--- src/shared/ccu_pkg.sv ---
// capture/compare unit constants, register map and field layouts
// assumes a plain strobe register port and timers supplied from outside
// Summary of operation
// - value is two separately addressable bytes, low and high
// - capture/compare picks one of three odd timers; PWM group is outside
// - pin driver can run open-drain in compare mode
// - capture copies full 16-bit timer count into value
// - mode picks falling, rising, 4th rising, 16th rising or any edge
// - capture sets sticky interrupt flag; only software clears it
// - newer capture overwrites older value, no overflow record
// - separate capture source select register picks input
// - capture senses pin itself, so own port writes can capture
// - prescaler counter cleared when off, not capture, or reset
// - prescaler change keeps counter; software writes zero first
// - capture works in sleep with external timer clock
// - compare matches value against timer count continuously
// - match actions: toggle+clear, toggle, set, clear, pulse, pulse+clear
// - modes 0001 and 1011 clear the selected timer on match
// - every compare mode raises interrupt flag on match
// - writing zero to control forces compare latch low, port latch kept
// - compare output offered internally to other peripherals
// - compare in sleep needs running timer; match wakes device
// - reset restores registers and makes pin an input
package ccu_pkg;
  localparam logic [2:0] ADDR_CTRL  = 3'h0;
  localparam logic [2:0] ADDR_CAPS  = 3'h1;
  localparam logic [2:0] ADDR_VLOW  = 3'h2;
  localparam logic [2:0] ADDR_VHIGH = 3'h3;
  localparam logic [2:0] ADDR_FLAG  = 3'h4;
  localparam logic [2:0] ADDR_PIN   = 3'h5;

  localparam int CTRL_EN_BIT  = 7;
  localparam int CTRL_OUT_BIT = 5;
  localparam int CTRL_OD_BIT  = 4;
  localparam int PIN_DIR_BIT  = 0;
  localparam int PIN_LAT_BIT  = 1;
  localparam int CAPS_SRC_LSB = 0;
  localparam int TSEL_LSB     = 4;

  localparam logic [3:0] MODE_OFF      = 4'h0;
  localparam logic [3:0] MODE_TOGCLR   = 4'h1;
  localparam logic [3:0] MODE_TOG      = 4'h2;
  localparam logic [3:0] MODE_CAP_ANY  = 4'h3;
  localparam logic [3:0] MODE_CAP_FALL = 4'h4;
  localparam logic [3:0] MODE_CAP_RISE = 4'h5;
  localparam logic [3:0] MODE_CAP_R4   = 4'h6;
  localparam logic [3:0] MODE_CAP_R16  = 4'h7;
  localparam logic [3:0] MODE_SET      = 4'h8;
  localparam logic [3:0] MODE_CLR      = 4'h9;
  localparam logic [3:0] MODE_PULSE    = 4'hA;
  localparam logic [3:0] MODE_PULSECLR = 4'hB;

  localparam logic [3:0] PRESC_4  = 4'h3;
  localparam logic [3:0] PRESC_16 = 4'hF;
  localparam logic [7:0] CTRL_RESET = 8'h00;
  localparam logic [7:0] BYTE_ZERO  = 8'h00;
  localparam logic [1:0] TSEL_NONE  = 2'h3;

  typedef struct packed {
    logic [15:0] t1;
    logic [15:0] t3;
    logic [15:0] t5;
  } timers_t;

  typedef struct packed {
    logic       wr;
    logic       rd;
    logic [2:0] addr;
    logic [7:0] wdata;
  } reg_req_t;
endpackage

--- src/design/capture_compare_unit.sv ---
// capture/compare unit: capture of timer on pin edges, compare with output latch
// assumes timers count in this clock domain and pins sampled synchronously
//
// Design decisions made here: the address-and-strobe port and the placing of the registers.
`timescale 1ns/1ps
module capture_compare_unit (
  // clock and reset
  input  wire logic               clk_sys_i,
  input  wire logic               reset_i,
  // register port
  input  wire ccu_pkg::reg_req_t  req_i,
  output logic [7:0]              rdata_o,
  // timers
  input  wire ccu_pkg::timers_t   timers_i,
  output logic [2:0]              timer_clear_o,
  // capture sources (index 0 is the pin itself)
  input  wire logic [3:0]         cap_src_i,
  // pin
  input  wire logic               pin_in_i,
  output logic                    pin_out_o,
  output logic                    pin_oe_o,
  // internal outputs
  output logic                    cmp_out_o,
  output logic                    irq_o
);
  logic [7:0]  ctrl_ff;
  logic [7:0]  caps_ff;
  logic [15:0] value_ff;
  logic        flag_ff;
  logic        dir_in_ff;
  logic        port_lat_ff;
  logic        cmp_lat_ff;
  logic        pulse_ff;
  logic [3:0]  presc_ff;
  logic        sync1_ff;
  logic        sync2_ff;
  logic        prev_ff;
  logic [7:0]  rdata_ff;

  logic [3:0]  mode;
  logic        en;
  logic        is_cap;
  logic        is_cmp;
  logic [1:0]  tsel;
  logic [15:0] tcount;
  logic        src;
  logic        rise;
  logic        fall;
  logic        edge_hit;
  logic        cap_evt;
  logic        match;
  logic        match_ff;
  logic        cmp_evt;
  logic        nxt_flag;

  assign mode   = ctrl_ff[3:0];
  assign en     = ctrl_ff[ccu_pkg::CTRL_EN_BIT];
  assign is_cap = en && (mode >= ccu_pkg::MODE_CAP_ANY) && (mode <= ccu_pkg::MODE_CAP_R16);
  assign is_cmp = en && (mode != ccu_pkg::MODE_OFF) && !is_cap;
  assign tsel   = caps_ff[ccu_pkg::TSEL_LSB +: 2];

  // only odd timers serve this unit; select code 3 parks on none
  always_comb begin
    case (tsel)
      2'h0:    tcount = timers_i.t1;
      2'h1:    tcount = timers_i.t3;
      2'h2:    tcount = timers_i.t5;
      default: tcount = 16'h0000;
    endcase
  end

  // pin is looped back so its own drive is sensed as well
  always_comb begin
    case (caps_ff[ccu_pkg::CAPS_SRC_LSB +: 2])
      2'h0:    src = sync2_ff;
      2'h1:    src = cap_src_i[1];
      2'h2:    src = cap_src_i[2];
      default: src = cap_src_i[3];
    endcase
  end

  always_ff @(posedge clk_sys_i or posedge reset_i) begin
    if (reset_i) begin
      sync1_ff <= 1'b0;
      sync2_ff <= 1'b0;
      prev_ff  <= 1'b0;
    end else begin
      sync1_ff <= pin_out_o & pin_oe_o | pin_in_i & !pin_oe_o;
      sync2_ff <= sync1_ff;
      prev_ff  <= src;
    end
  end

  assign rise = src && !prev_ff;
  assign fall = !src && prev_ff;

  always_comb begin
    case (mode)
      ccu_pkg::MODE_CAP_ANY:  edge_hit = rise | fall;
      ccu_pkg::MODE_CAP_FALL: edge_hit = fall;
      default:                edge_hit = rise;
    endcase
  end

  // prescaler survives a direct mode change between capture settings
  always_ff @(posedge clk_sys_i or posedge reset_i) begin
    if (reset_i) begin
      presc_ff <= 4'h0;
    end else if (!is_cap) begin
      presc_ff <= 4'h0;
    end else if (edge_hit && (mode == ccu_pkg::MODE_CAP_R4 || mode == ccu_pkg::MODE_CAP_R16)) begin
      presc_ff <= (cap_evt) ? 4'h0 : presc_ff + 4'h1;
    end
  end

  always_comb begin
    case (mode)
      ccu_pkg::MODE_CAP_R4:  cap_evt = is_cap && edge_hit && presc_ff >= ccu_pkg::PRESC_4;
      ccu_pkg::MODE_CAP_R16: cap_evt = is_cap && edge_hit && presc_ff >= ccu_pkg::PRESC_16;
      default:               cap_evt = is_cap && edge_hit;
    endcase
  end

  // compare fires once on entry to equality, not on every held cycle
  assign match   = is_cmp && (tsel != ccu_pkg::TSEL_NONE) && (tcount == value_ff);
  assign cmp_evt = match && !match_ff;

  always_ff @(posedge clk_sys_i or posedge reset_i) begin
    if (reset_i) begin
      match_ff <= 1'b0;
    end else begin
      match_ff <= match;
    end
  end

  // control, source select and pin direction registers
  always_ff @(posedge clk_sys_i or posedge reset_i) begin
    if (reset_i) begin
      ctrl_ff     <= ccu_pkg::CTRL_RESET;
      caps_ff     <= ccu_pkg::BYTE_ZERO;
      dir_in_ff   <= 1'b1;
      port_lat_ff <= 1'b0;
    end else if (req_i.wr) begin
      case (req_i.addr)
        ccu_pkg::ADDR_CTRL: ctrl_ff <= req_i.wdata;
        ccu_pkg::ADDR_CAPS: caps_ff <= req_i.wdata;
        ccu_pkg::ADDR_PIN: begin
          dir_in_ff   <= req_i.wdata[ccu_pkg::PIN_DIR_BIT];
          port_lat_ff <= req_i.wdata[ccu_pkg::PIN_LAT_BIT];
        end
        default: ;
      endcase
    end
  end

  // value bytes: hardware capture wins over a software write
  always_ff @(posedge clk_sys_i or posedge reset_i) begin
    if (reset_i) begin
      value_ff <= 16'h0000;
    end else if (cap_evt) begin
      value_ff <= tcount;
    end else if (req_i.wr && req_i.addr == ccu_pkg::ADDR_VLOW) begin
      value_ff[7:0] <= req_i.wdata;
    end else if (req_i.wr && req_i.addr == ccu_pkg::ADDR_VHIGH) begin
      value_ff[15:8] <= req_i.wdata;
    end
  end

  // sticky flag, set wins over the software clear
  always_comb begin
    nxt_flag = flag_ff;
    if (req_i.wr && req_i.addr == ccu_pkg::ADDR_FLAG && !req_i.wdata[0]) begin
      nxt_flag = 1'b0;
    end
    if (cap_evt || cmp_evt) begin
      nxt_flag = 1'b1;
    end
  end

  always_ff @(posedge clk_sys_i or posedge reset_i) begin
    if (reset_i) begin
      flag_ff <= 1'b0;
    end else begin
      flag_ff <= nxt_flag;
    end
  end

  // compare output latch; a zero control write forces it low
  always_ff @(posedge clk_sys_i or posedge reset_i) begin
    if (reset_i) begin
      cmp_lat_ff <= 1'b0;
      pulse_ff   <= 1'b0;
    end else if (req_i.wr && req_i.addr == ccu_pkg::ADDR_CTRL && req_i.wdata == ccu_pkg::BYTE_ZERO) begin
      cmp_lat_ff <= 1'b0;
      pulse_ff   <= 1'b0;
    end else begin
      pulse_ff <= 1'b0;
      if (cmp_evt) begin
        case (mode)
          ccu_pkg::MODE_TOGCLR:   cmp_lat_ff <= !cmp_lat_ff;
          ccu_pkg::MODE_TOG:      cmp_lat_ff <= !cmp_lat_ff;
          ccu_pkg::MODE_SET:      cmp_lat_ff <= 1'b1;
          ccu_pkg::MODE_CLR:      cmp_lat_ff <= 1'b0;
          ccu_pkg::MODE_PULSE:    pulse_ff   <= 1'b1;
          ccu_pkg::MODE_PULSECLR: pulse_ff   <= 1'b1;
          default:                cmp_lat_ff <= cmp_lat_ff;
        endcase
      end
    end
  end

  always_comb begin
    timer_clear_o = 3'b000;
    if (cmp_evt && (mode == ccu_pkg::MODE_TOGCLR || mode == ccu_pkg::MODE_PULSECLR)) begin
      case (tsel)
        2'h0:    timer_clear_o = 3'b001;
        2'h1:    timer_clear_o = 3'b010;
        2'h2:    timer_clear_o = 3'b100;
        default: timer_clear_o = 3'b000;
      endcase
    end
  end

  // internal compare output, also the wake source via the flag
  assign cmp_out_o = cmp_lat_ff | pulse_ff;
  assign irq_o     = flag_ff;

  // open drain drives only the low level
  always_comb begin
    pin_out_o = is_cmp ? cmp_out_o : port_lat_ff;
    pin_oe_o  = !dir_in_ff;
    if (is_cmp && ctrl_ff[ccu_pkg::CTRL_OD_BIT]) begin
      pin_out_o = 1'b0;
      pin_oe_o  = !dir_in_ff && !cmp_out_o;
    end
  end

  always_ff @(posedge clk_sys_i or posedge reset_i) begin
    if (reset_i) begin
      rdata_ff <= ccu_pkg::BYTE_ZERO;
    end else if (req_i.rd) begin
      case (req_i.addr)
        ccu_pkg::ADDR_CTRL: begin
          rdata_ff <= ctrl_ff;
          rdata_ff[ccu_pkg::CTRL_OUT_BIT] <= cmp_out_o;
        end
        ccu_pkg::ADDR_CAPS:  rdata_ff <= caps_ff;
        ccu_pkg::ADDR_VLOW:  rdata_ff <= value_ff[7:0];
        ccu_pkg::ADDR_VHIGH: rdata_ff <= value_ff[15:8];
        ccu_pkg::ADDR_FLAG:  rdata_ff <= {7'h00, flag_ff};
        ccu_pkg::ADDR_PIN:   rdata_ff <= {6'h00, port_lat_ff, dir_in_ff};
        default:             rdata_ff <= ccu_pkg::BYTE_ZERO;
      endcase
    end else begin
      rdata_ff <= ccu_pkg::BYTE_ZERO;
    end
  end
  assign rdata_o = rdata_ff;

  cap_sets_flag_a: assert property (@(posedge clk_sys_i) disable iff (reset_i)
    cap_evt |=> flag_ff) else $error("capture did not set flag");
  cap_loads_val_a: assert property (@(posedge clk_sys_i) disable iff (reset_i)
    cap_evt |=> value_ff == $past(tcount)) else $error("capture value wrong");
  presc_off_a: assert property (@(posedge clk_sys_i) disable iff (reset_i)
    !is_cap |=> presc_ff == 4'h0) else $error("prescaler not cleared");
  zero_ctrl_a: assert property (@(posedge clk_sys_i) disable iff (reset_i)
    (req_i.wr && req_i.addr == ccu_pkg::ADDR_CTRL && req_i.wdata == ccu_pkg::BYTE_ZERO)
    |=> !cmp_out_o) else $error("latch not low");
  cmp_flag_a: assert property (@(posedge clk_sys_i) disable iff (reset_i)
    cmp_evt |=> flag_ff) else $error("match did not set flag");
  timer_clr_a: assert property (@(posedge clk_sys_i) disable iff (reset_i)
    (cmp_evt && mode == ccu_pkg::MODE_TOG) |-> timer_clear_o == 3'b000)
    else $error("toggle mode cleared timer");
  set_mode_a: assert property (@(posedge clk_sys_i) disable iff (reset_i)
    (cmp_evt && mode == ccu_pkg::MODE_SET && !req_i.wr) |=> cmp_lat_ff)
    else $error("set mode failed");
  flag_sticky_a: assert property (@(posedge clk_sys_i) disable iff (reset_i)
    (flag_ff && !(req_i.wr && req_i.addr == ccu_pkg::ADDR_FLAG)) |=> flag_ff)
    else $error("flag cleared by hardware");
  pulse_len_a: assert property (@(posedge clk_sys_i) disable iff (reset_i)
    pulse_ff |=> !pulse_ff) else $error("pulse longer than one cycle");
  tclr_match_a: assert property (@(posedge clk_sys_i) disable iff (reset_i)
    (cmp_evt && mode == ccu_pkg::MODE_TOGCLR && tsel == 2'h0) |-> timer_clear_o == 3'b001)
    else $error("toggle-clear did not clear timer");
  od_high_a: assert property (@(posedge clk_sys_i) disable iff (reset_i)
    (is_cmp && ctrl_ff[ccu_pkg::CTRL_OD_BIT] && cmp_out_o) |-> !pin_oe_o)
    else $error("open drain drove high level");
endmodule

--- config.mk ---
export PLATFORM = sky130hd
export DESIGN_NAME = capture_compare_unit
export DESIGN_NICKNAME = d
export VERILOG_FILES = /design/src/shared/ccu_pkg.sv /design/src/design/capture_compare_unit.sv
export SDC_FILE = /design/constraint.sdc
export NUM_CORES = 1
export LEC_CHECK = 0
export BUFFER_PORTS_ARGS = -buffer_cell sky130_fd_sc_hd__buf_2
export CAP_MARGIN = 10
export CORE_MARGIN = 1
export CORE_UTILIZATION = 32
export DETAILED_ROUTE_END_ITERATION = 16
export PLACE_DENSITY = 0.64
export SLEW_MARGIN = 0
export SYNTH_ARGS = -nofsm -noshare
export SYNTH_HDL_FRONTEND = slang
export SYNTH_SLANG_ARGS = --single-unit
export TNS_END_PERCENT = 20
--- constraint.sdc ---
create_clock -name clk_sys_i -period 4.5 [get_ports clk_sys_i]
set_clock_uncertainty 0.2 [all_clocks]
set_input_delay 0.675 -clock clk_sys_i [delete_from_list [all_inputs] [get_ports clk_sys_i]]
set_output_delay 0.675 -clock clk_sys_i [all_outputs]
set_load 0.01 [all_outputs]
==> flow_results.org, run 1 <==
** Status
- The flow ran to the end, and the final reports show no timing, DRC or antenna violations.

** Timing
- The number of endpoints with negative hold slack in the final report was 0.
- The final critical path takes up about 90% of the cycle.
- For the pin with the worst max-slew slack, the measured transition is between 0.9 and 1 ns.
- After layout, the minimum clock period comes to just under 4 ns.
- Summed over all failing endpoints, the final setup total negative slack is 0 ns.
- Max-slew violation count :: 0
- Setup repair after global routing left no endpoint under its margin.
- The worst pin sits at a relative slew slack of between 30% and 40%.
- Derived from the worst setup path, the maximum achievable clock frequency is 253.9 MHz.
- Final-report setup violation count :: 0
- Fin Hold WS :: around 0.16 ns

** Detailed routing
- After detailed routing, the average wire length per cell comes to 15.27 microns.
- Dividing the detail-routed via count by the number of cells gives just over 5.
- Routed signal wires occupy layers up through met4.
- Count of vias placed by the detailed router :: around 2,800
- In this run the remaining antenna-violating nets after routing total 0.
- Metal-1 WL :: 3951 microns
- Met3 routed WL :: roughly 540 microns
- Number of design-rule violations left by the first detailed-router iteration :: between 150 and 200
- Number of detailed-route iterations in the first pass :: 4
- Wire length on met2 :: 3709 microns
- In the routed design, unresolved DRC markers number 0.
- Final WL :: just over 8000 microns

** Global route
- The via count of the first global-routing pass is between 2,000 and 3,000.
- The first global-routing pass estimated 13,280 microns of wire.
- Global routing used 15.61% of the available tracks.
- Overflow left after global routing :: 0
- Entering global routing, the biggest net connects 53 pins.
- The initial antenna violation count is 0.

** Synthesis
- After synthesis the cells add up to between 3000 and 4000 sq um.
- Synthesized netlist cell count :: about 340
- A synthesized cell averages 9.880 sq um.
- Post-synth EDFFs :: 0
- Net count after synthesis :: between 400 and 500
- In the post-synthesis netlist, the biggest area contributors are sky130_fd_sc_hd__dfrtp_1, sky130_fd_sc_hd__mux2i_1, sky130_fd_sc_hd__mux2_2.
- Yosys printed 0 warnings.
- In the synthesized netlist the dominant register cell turns out to be sky130_fd_sc_hd__dfrtp_1.
- Synthesis instantiated 50 different standard cells from the library.
- After synthesis the netlist holds a flip-flop and latch count of 52.
- The synthesized design devotes to its leading area cell type 38.22% of total area.
- Seq/Total Area, Yosys :: between 30% and 40%
- Share of async-settable or async-resettable flops after synthesis :: 100.0%
- Cell type with the highest aggregate area in the netlist :: sky130_fd_sc_hd__dfrtp_1

** Hold path
- The worst hold path belongs to the class register to register.

** Worst setup path
- The setup path with the least slack is of type register to primary output.
- Delay of the slowest cell on the worst path :: 0.97 ns
- Critical Path End Type :: primary output
- Critical path's top delay family :: simple AND/OR/NAND/NOR gates
- Buffers and inverters on the worst path :: 1
- Critical path launch point type :: register
- On the critical path, the stage with the largest delay is an instance of sky130_fd_sc_hd__dfrtp_1.
- Along the worst path, the maximum fanout reaches 26.
- Critical path arrival :: ~3.1 ns
- Data on the critical path is required at its endpoint by roughly 3.6 ns.
- Walking the worst path, the cells encountered are nor2b_1, o2bb2ai_1, xnor2_1, nand4_1, nor4_4, nand2_2, nor4_2, buf_2.

** Placement
- Final estimated routing congestion in global placement :: between 0.8 and 0.9
- Buffers placed on the I/O ports in this run total 81.
- Half-perimeter wire length after detailed placement :: approximately 6200 microns
- Placed inst area :: ~3800 sq um

** Floorplanning
- The floorplan step defined a die boundary enclosing 10,850 sq um.
- Number of placement rows :: 36
- The core region is roughly 10000 sq um.
- I/O pins :: 83
- The floorplan step set the die height to around 100 microns.
- Effective utilization at floorplan :: 33.55%
- The die is ~100 microns wide.

** Clock network
- The clock drives 52 sinks.
- TritonCTS clock tree :: done
- Counting along the longest clock path gives a buffer depth of 2.
- Resized cells post-CTS :: 0
- Number of buffers added for setup after CTS :: 0
- Maximum level of the CTS H-tree :: 2
- After clock tree synthesis, the clock-pin slew on the worst setup and hold paths is roughly 0.1 ns.
- For this design, the CTS-stage hold fixing added 0 buffers.
- CTS placed an instance of sky130_fd_sc_hd__clkbuf_8 at the clock tree root.
- In this run, CTS created clock tree buffers numbering 5.
- Clock Latency Late Sink :: 0.32 ns

** Cells and area
- Layout overhead on the synthesized area :: 18.17%
- The layout has 1,004 filler cells.
- The post-route netlist has a little under a third of its cells at a drive strength greater than 1.
- Diode count :: 0
- Final cell area excluding filler cells :: roughly 3900 sq um
- Commonest cells after routing, fill and taps aside :: sky130_fd_sc_hd__buf_2, sky130_fd_sc_hd__dfrtp_1, sky130_fd_sc_hd__mux2i_1, sky130_fd_sc_hd__nor2_1, sky130_fd_sc_hd__a21oi_1
- The library cell used most frequently in the layout, excluding fill and tap cells, is sky130_fd_sc_hd__buf_2.
- Final-stage net count :: 479

** Power
- Total power for the finished layout comes to about 1.7 mW.
- For this design the static power due to leakage is ~1.8 nW.
- The worst-case IR drop observed on VDD is around 160 uV.
- Ratio of total power to cell area :: roughly 440 nW/um^2

** Flow run
- MaxCap Viol Count :: 0
[final timing paths]
| path | cells past startpoint | slack, ns | startpoint | endpoint |
|---|---|---|---|---|
| worst max-delay path | 8 | 0.56 | caps_ff[5] | timer_clear_o[0] |
| worst max register to register | 8 | 1.31 | caps_ff[0] | presc_ff[3] |
| worst min-delay path | 0 | 0.16 | sync1_ff | sync2_ff |
| worst min register to register | 0 | 0.16 | sync1_ff | sync2_ff |
| min in group asynchronous | 3 | 0.33 | reset_i | sync2_ff |
| max in group asynchronous | 3 | 3.32 | reset_i | value_ff[3] |
[cells in the mapped netlist, types with 3 or more instances]
master / n
sky130_fd_sc_hd__xnor2_1: 14
sky130_fd_sc_hd__o21ai_1: 8
sky130_fd_sc_hd__o21ai_0: 13
sky130_fd_sc_hd__nand2_1: 15
sky130_fd_sc_hd__buf_2: 7
sky130_fd_sc_hd__nand4_1: 3
sky130_fd_sc_hd__a21oi_1: 21
sky130_fd_sc_hd__and2_1: 9
sky130_fd_sc_hd__nand3_1: 8
sky130_fd_sc_hd__clkbuf_1: 12
sky130_fd_sc_hd__a21boi_0: 3
sky130_fd_sc_hd__dfrtp_1: 51
sky130_fd_sc_hd__nand2b_1: 4
sky130_fd_sc_hd__mux2i_1: 40
sky130_fd_sc_hd__ha_1: 3
sky130_fd_sc_hd__nor2b_1: 6
sky130_fd_sc_hd__o22ai_1: 7
sky130_fd_sc_hd__nand3b_1: 12
sky130_fd_sc_hd__nor4_1: 3
sky130_fd_sc_hd__mux2_2: 20
sky130_fd_sc_hd__mux4_2: 4
sky130_fd_sc_hd__xor2_1: 6
sky130_fd_sc_hd__nor3_1: 4
sky130_fd_sc_hd__inv_1: 6
sky130_fd_sc_hd__nor2_1: 29
[layer usage]
layer  vias to the layer above  track usage (%)
met5                         -                0
met4                         0            4.082
met3                         5            2.444
met2                       104            24.29
met1                      1289            22.47
li1                       1353                -
[layout make-up]
class	count	area [sq um]	share of cell area, %
Timing Repair Buffer	85	435.4	11.03
Tap cell	133	166.4	4.217
Inverter	7	26.28	0.6658
Sequential cell	52	1303	33.01
Clock buffer	5	68.82	1.744
Clock inverter	3	42.54	1.078
Multi-Input combinational cell	257	1904	48.26
[kinds of logic (layout without fill, tap and decap cells)]
logic type	count (synthesis)	count (layout)	share of synthesized area [%]
and+or+nand+nor	106	106	17.72
muxes	65	65	22.11
adders and majority gates	3	3	1.124
buffers and inverters	29	100	3.971
xor gates and xnor gates	20	20	5.245
DFF	52	52	39.00
AOI/OAI and AO/OA	63	63	10.83
[through the flow]
stage,util [%],setup WS [ns],std cells
2_1_floorplan,-,1.607,338
3_3_place_gp,38.52,0.8900,534
4_1_cts,39.64,0.4822,542
6_report,39.64,0.5621,542
3_5_place_dp,38.52,0.8505,534
5_1_grt,39.64,0.2787,542
[flip-flops by register name, indices dropped and copies added (netlist names)]
signal,count
sync2_ff,1
cmp_lat_ff,1
ctrl_ff,7
value_ff,16
prev_ff,1
match_ff,1
port_lat_ff,1
dir_in_ff,1
sync1_ff,1
pulse_ff,1
irq_o,1
presc_ff,4
rdata_o,8
caps_ff,8
[power by group]
group / internal [mW] / switching (mW) / total, mW
Sequential: 0.596 / 0.155 / 0.750
Clock: 0.165 / 0.162 / 0.327
Combinational: 0.328 / 0.315 / 0.644
Note: power is estimated with default switching activity, not from simulation.
==> inputs of run 2 (changes only) <==
--- a/config.mk
+++ b/config.mk
@@ -5,12 +5,13 @@
 export SDC_FILE = /design/constraint.sdc
 export NUM_CORES = 1
 export LEC_CHECK = 0
+export ABC_AREA = 1
 export BUFFER_PORTS_ARGS = -buffer_cell sky130_fd_sc_hd__buf_2
 export CAP_MARGIN = 10
 export CORE_MARGIN = 1
 export CORE_UTILIZATION = 32
 export DETAILED_ROUTE_END_ITERATION = 16
-export PLACE_DENSITY = 0.64
+export PLACE_DENSITY = 0.63
 export SLEW_MARGIN = 0
 export SYNTH_ARGS = -nofsm -noshare
 export SYNTH_HDL_FRONTEND = slang
==> run 2 against run 1 <==
  * Critical path depth up 4
  * Global-route usage up 3.4 points
  * Design area up 2.7%
  * Die area up 2.1%
  * Fmax up 7.1%
  * Critical endpoint unchanged
==> flow_results.org, run 2 <==
** Status
- Run status :: complete, no violations

** Detailed routing
- The total number of vias is 3,605 (+31%).
- The number of detailed-routing iterations run before antenna repair came to 7 (+3).
- The final routed wirelength across all metal layers came to 10,190 microns (+23%).
- The DRC marker count from the first detailed-route iteration is 228 (+45%).
- The mean routed wirelength per cell came to 14.29 microns (-6.5%).
- Vias per std cell :: 5.056 (-0.39%)
- Post-route antenna net violation count :: 0 (unchanged)
- Number of remaining DRC errors :: 0 (unchanged)

** Timing
- Max-slew violation count :: 0 (unchanged)
- The final clock period utilization by the worst path is 81.70% (-5.8 points).
- Post-layout minimum cycle time :: 3.677 ns (-0.2612 ns)
- Final critical-path setup slack :: 0.8233 ns (+0.2612 ns)
- The actual slew at the worst max-slew pin came to 0.6945 ns (-0.2990 ns).
- The smallest hold slack is 0.1582 ns (-0.001883 ns).
- The setup violation total in the final timing report is 0 (unchanged).
- The headroom to the max-slew limit was 53.53% (+20 points).
- The number of endpoints with negative hold slack in the final report is 0 (unchanged).
- RSZ-0062 raised after global routing :: false
- Setup tns final :: 0 ns (unchanged)
- Peak Freq :: 272.0 MHz (+7.1%)

** Synthesis
- Cell type with the highest aggregate area in the netlist :: sky130_fd_sc_hd__dfrtp_1
- Most frequent cell after synthesis :: sky130_fd_sc_hd__nand2_1
- Among all flip-flop cells after synthesis, the most frequent one is sky130_fd_sc_hd__dfrtp_1.
- Portion of synthesized cell area occupied by the leading cell type :: 37.40% (-0.81 points)
- The net count of the mapped netlist came to 566 (+38%).
- Synthesized cell area :: 3412 sq um (+2.2%)
- The synthesized flop and latch total was 52 (unchanged).
- Top cell types by occurrence after synthesis :: sky130_fd_sc_hd__nand2_1, sky130_fd_sc_hd__inv_1, sky130_fd_sc_hd__dfrtp_1, sky130_fd_sc_hd__nand3_1, sky130_fd_sc_hd__nor2_1
- The synthesis warning total is 0 (unchanged).
- Yosys attributes the largest share of cell area to sky130_fd_sc_hd__dfrtp_1, sky130_fd_sc_hd__nand2_1, sky130_fd_sc_hd__inv_1.
- The async set-or-reset flop fraction in the synthesized netlist came to 100.0% (unchanged).
- The per-instance average area after synthesis is 6.893 sq um (-30%).
- Post-synth EDFFs :: 0 (unchanged)
- Distinct cell type count after synthesis :: 36 (-28%)
- Synthesized netlist cell count :: 495 (+46%)
- Seq/Total Area, Yosys :: 38.17% (-0.83 points)

** Placement
- The post-DP HPWL came to 7951 microns (+27%).
- Worst setup slack after placement :: 1.175 ns (+0.3246 ns)
- The total of buffers placed on input and output ports was 81 (unchanged).
- The routability congestion estimate was 0.8830 (+10%).

** Cells and area
- Final-stage net count :: 647 (+35%)
- Leaving out fill and tap cells, the most frequent cells in the layout are sky130_fd_sc_hd__nand2_1, sky130_fd_sc_hd__buf_2, sky130_fd_sc_hd__inv_1, sky130_fd_sc_hd__nand3_1, sky130_fd_sc_hd__dfrtp_1.
- The library cell used most frequently in the layout, excluding fill and tap cells, is sky130_fd_sc_hd__nand2_1.
- Register bank with the most flops :: value_ff
- The area growth from synthesis to layout is 18.78%.
- Sequential cell area in the final layout :: 1303 sq um (unchanged)
- The number of antenna cells inserted came to 0 (unchanged).
- Combined area of the multi-input logic cells :: 1748 sq um (-8.2%)
- Fraction of final layout cells sized beyond drive strength 1 :: 21.32% (-9.7 points)
- Utilization after layout :: 39.26% (-0.39 points)
- The flip-flop count of the largest register, all copies and words added is 16 (unchanged).
- Total of fill cells in the finished design :: 1,095 (+9.1%)

** Worst setup path
- Critical path launch point type :: register
- Critical path arrival :: 2.80 ns (-0.26 ns)
- Logic depth of the worst register-to-register path :: 11 (+3)
- The register-to-register setup slack is 1.76 ns (+0.45 ns).
- The worst register-to-register path begins at caps_ff[1].
- Biggest fanout along the worst timing path :: 17 (-35%)
- Critical Path Source :: caps_ff[4]
- Reg-to-reg critical path endpoint :: value_ff[15]
- STA classifies the critical path endpoint as a primary output.
- The worst setup path is of the register to primary output kind.
- In this run the worst setup path terminates at timer_clear_o[0].
- The required time of the worst setup path is 3.62 ns (about the same).

** Clock network
- The count of H-tree levels built during CTS came to 2 (unchanged).
- Resized cells post-CTS :: 0 (unchanged)
- TritonCTS built the clock tree.
- Root buffer selected by CTS :: sky130_fd_sc_hd__clkbuf_8
- Number of buffers created by CTS :: 5 (unchanged)
- The worst-case clock buffer depth came to 2 (unchanged).
- The insertion delay of the later-clocked pin in the worst-skew pair was 0.30 ns (-0.02 ns).
- The total clock sinks was 52 (unchanged).
- The count of hold buffers inserted by post-cts repair is 0 (unchanged).
- Number of buffers added for setup after CTS :: 0 (unchanged)
- The clock edge transition at the registers on the reported setup and hold paths was 0.10 ns (about the same).

** Floorplanning
- The vertical extent of the die is 105.3 microns (+1.1%).
- Effective utilization at floorplan :: 33.05% (-0.50 points)
- Die width :: 105.3 microns (+1.1%)
- Standard cell core area :: 10,320 sq um (+3.7%)
- Number of placement rows :: 37 (+2.8%)
- The number of top-level pins is 83 (unchanged).
- The die area came to 11,080 sq um (+2.1%).

** Power
- Total power draw :: 1.671 mW (-2.9%)
- The maximum ir drop on the vdd rail was 136.4 uV (-15%).
- The leakage power came to 2.162 nW (+21%).
- Ratio of total power to cell area :: 412.2 nW/um^2 (-5.5%)

** Global route
- The initial antenna violation count was 0 (unchanged).
- Global-route wire length before repair :: 16,570 microns (+25%)
- Overflow left after global routing :: 0 (unchanged)
- The via count of the first global-routing pass came to 3,398 (+34%).
- The pin count of the biggest net entering global routing came to 53 (unchanged).
- The all-layer global routing usage came to 18.97% (+3.4 points).

** Hold path
- Path type of the worst min-delay path :: register to register

** Flow run
- The max-capacitance violation count is 0 (unchanged).
## run 2: metal layers
| layer | share of wire [%] | vias up | wire length, microns | GRT usage [%] |
|---|---|---|---|---|
| li1 | - | 1772 | - | - |
| met1 | 44 | 1664 | 4529 | 26.11 |
| met2 | 46 | 151 | 4709 | 30.78 |
| met3 | 6.9 | 18 | 702 | 2.597 |
| met4 | 2.4 | 0 | 244 | 6.036 |
| met5 | 0 | - | 0 | 0 |
## run 2: stage by stage
step / std cells / area [sq um]
2_1_floorplan: 495 / 3412
3_3_place_gp: 704 / 3938
3_5_place_dp: 704 / 3938
4_1_cts: 712 / 4025
5_1_grt: 713 / 4053
6_report: 713 / 4053
## run 2: critical path, stage by stage, from the launching register on
cell                       delay [ns]
sky130_fd_sc_hd__dfrtp_1         0.57
sky130_fd_sc_hd__buf_4           0.28
sky130_fd_sc_hd__nor2_4          0.37
sky130_fd_sc_hd__nand2_1         0.16
sky130_fd_sc_hd__nand4_1         0.11
sky130_fd_sc_hd__nand2_1         0.07
sky130_fd_sc_hd__nor2_1          0.10
sky130_fd_sc_hd__nand3_1         0.11
sky130_fd_sc_hd__nor2_2          0.13
sky130_fd_sc_hd__nand3_2         0.12
sky130_fd_sc_hd__o21bai_4        0.24
sky130_fd_sc_hd__nor2_2          0.10
sky130_fd_sc_hd__buf_2           0.13
## run 2: area by class of cell
class,instances,share of cell area (%)
Clock buffer,5,1.698
Clock inverter,3,0.4631
Inverter,79,7.317
Multi-Input combinational cell,354,43.13
Sequential cell,52,32.14
Tap cell,136,4.199
Timing Repair Buffer,84,11.05
## run 2: how the worst min path moves through the flow
stage          depth (start not counted)  startpoint        to  slack (ns)
6_report                               0    sync1_ff  sync2_ff        0.16
5_1_grt                                0    sync1_ff  sync2_ff        0.17
4_1_cts                                0    sync1_ff  sync2_ff        0.16
3_5_place_dp                           0    sync1_ff  sync2_ff        0.14
3_3_place_gp                           0    sync1_ff  sync2_ff        0.14
2_1_floorplan                          0    sync1_ff  sync2_ff        0.13
## run 2: kinds of logic (layout without fill, tap and decap cells)
logic type | Yosys count | in the layout | share of synthesized area, %
AO/OA/AOI/OAI | 56 | 56 | 10.60
adder cells (fa/ha/maj) | 3 | 3 | 1.100
buffers and inverters | 89 | 171 | 10.60
flip-flops | 52 | 52 | 38.17
AND/OR/NAND/NOR | 295 | 295 | 39.53
## run 2: power breakdown
part,total [mW],switching (mW),internal [mW]
sequential,0.721,0.127,0.595
combinational,0.680,0.433,0.248
clock,0.269,0.160,0.109
total,1.67,0.719,0.951
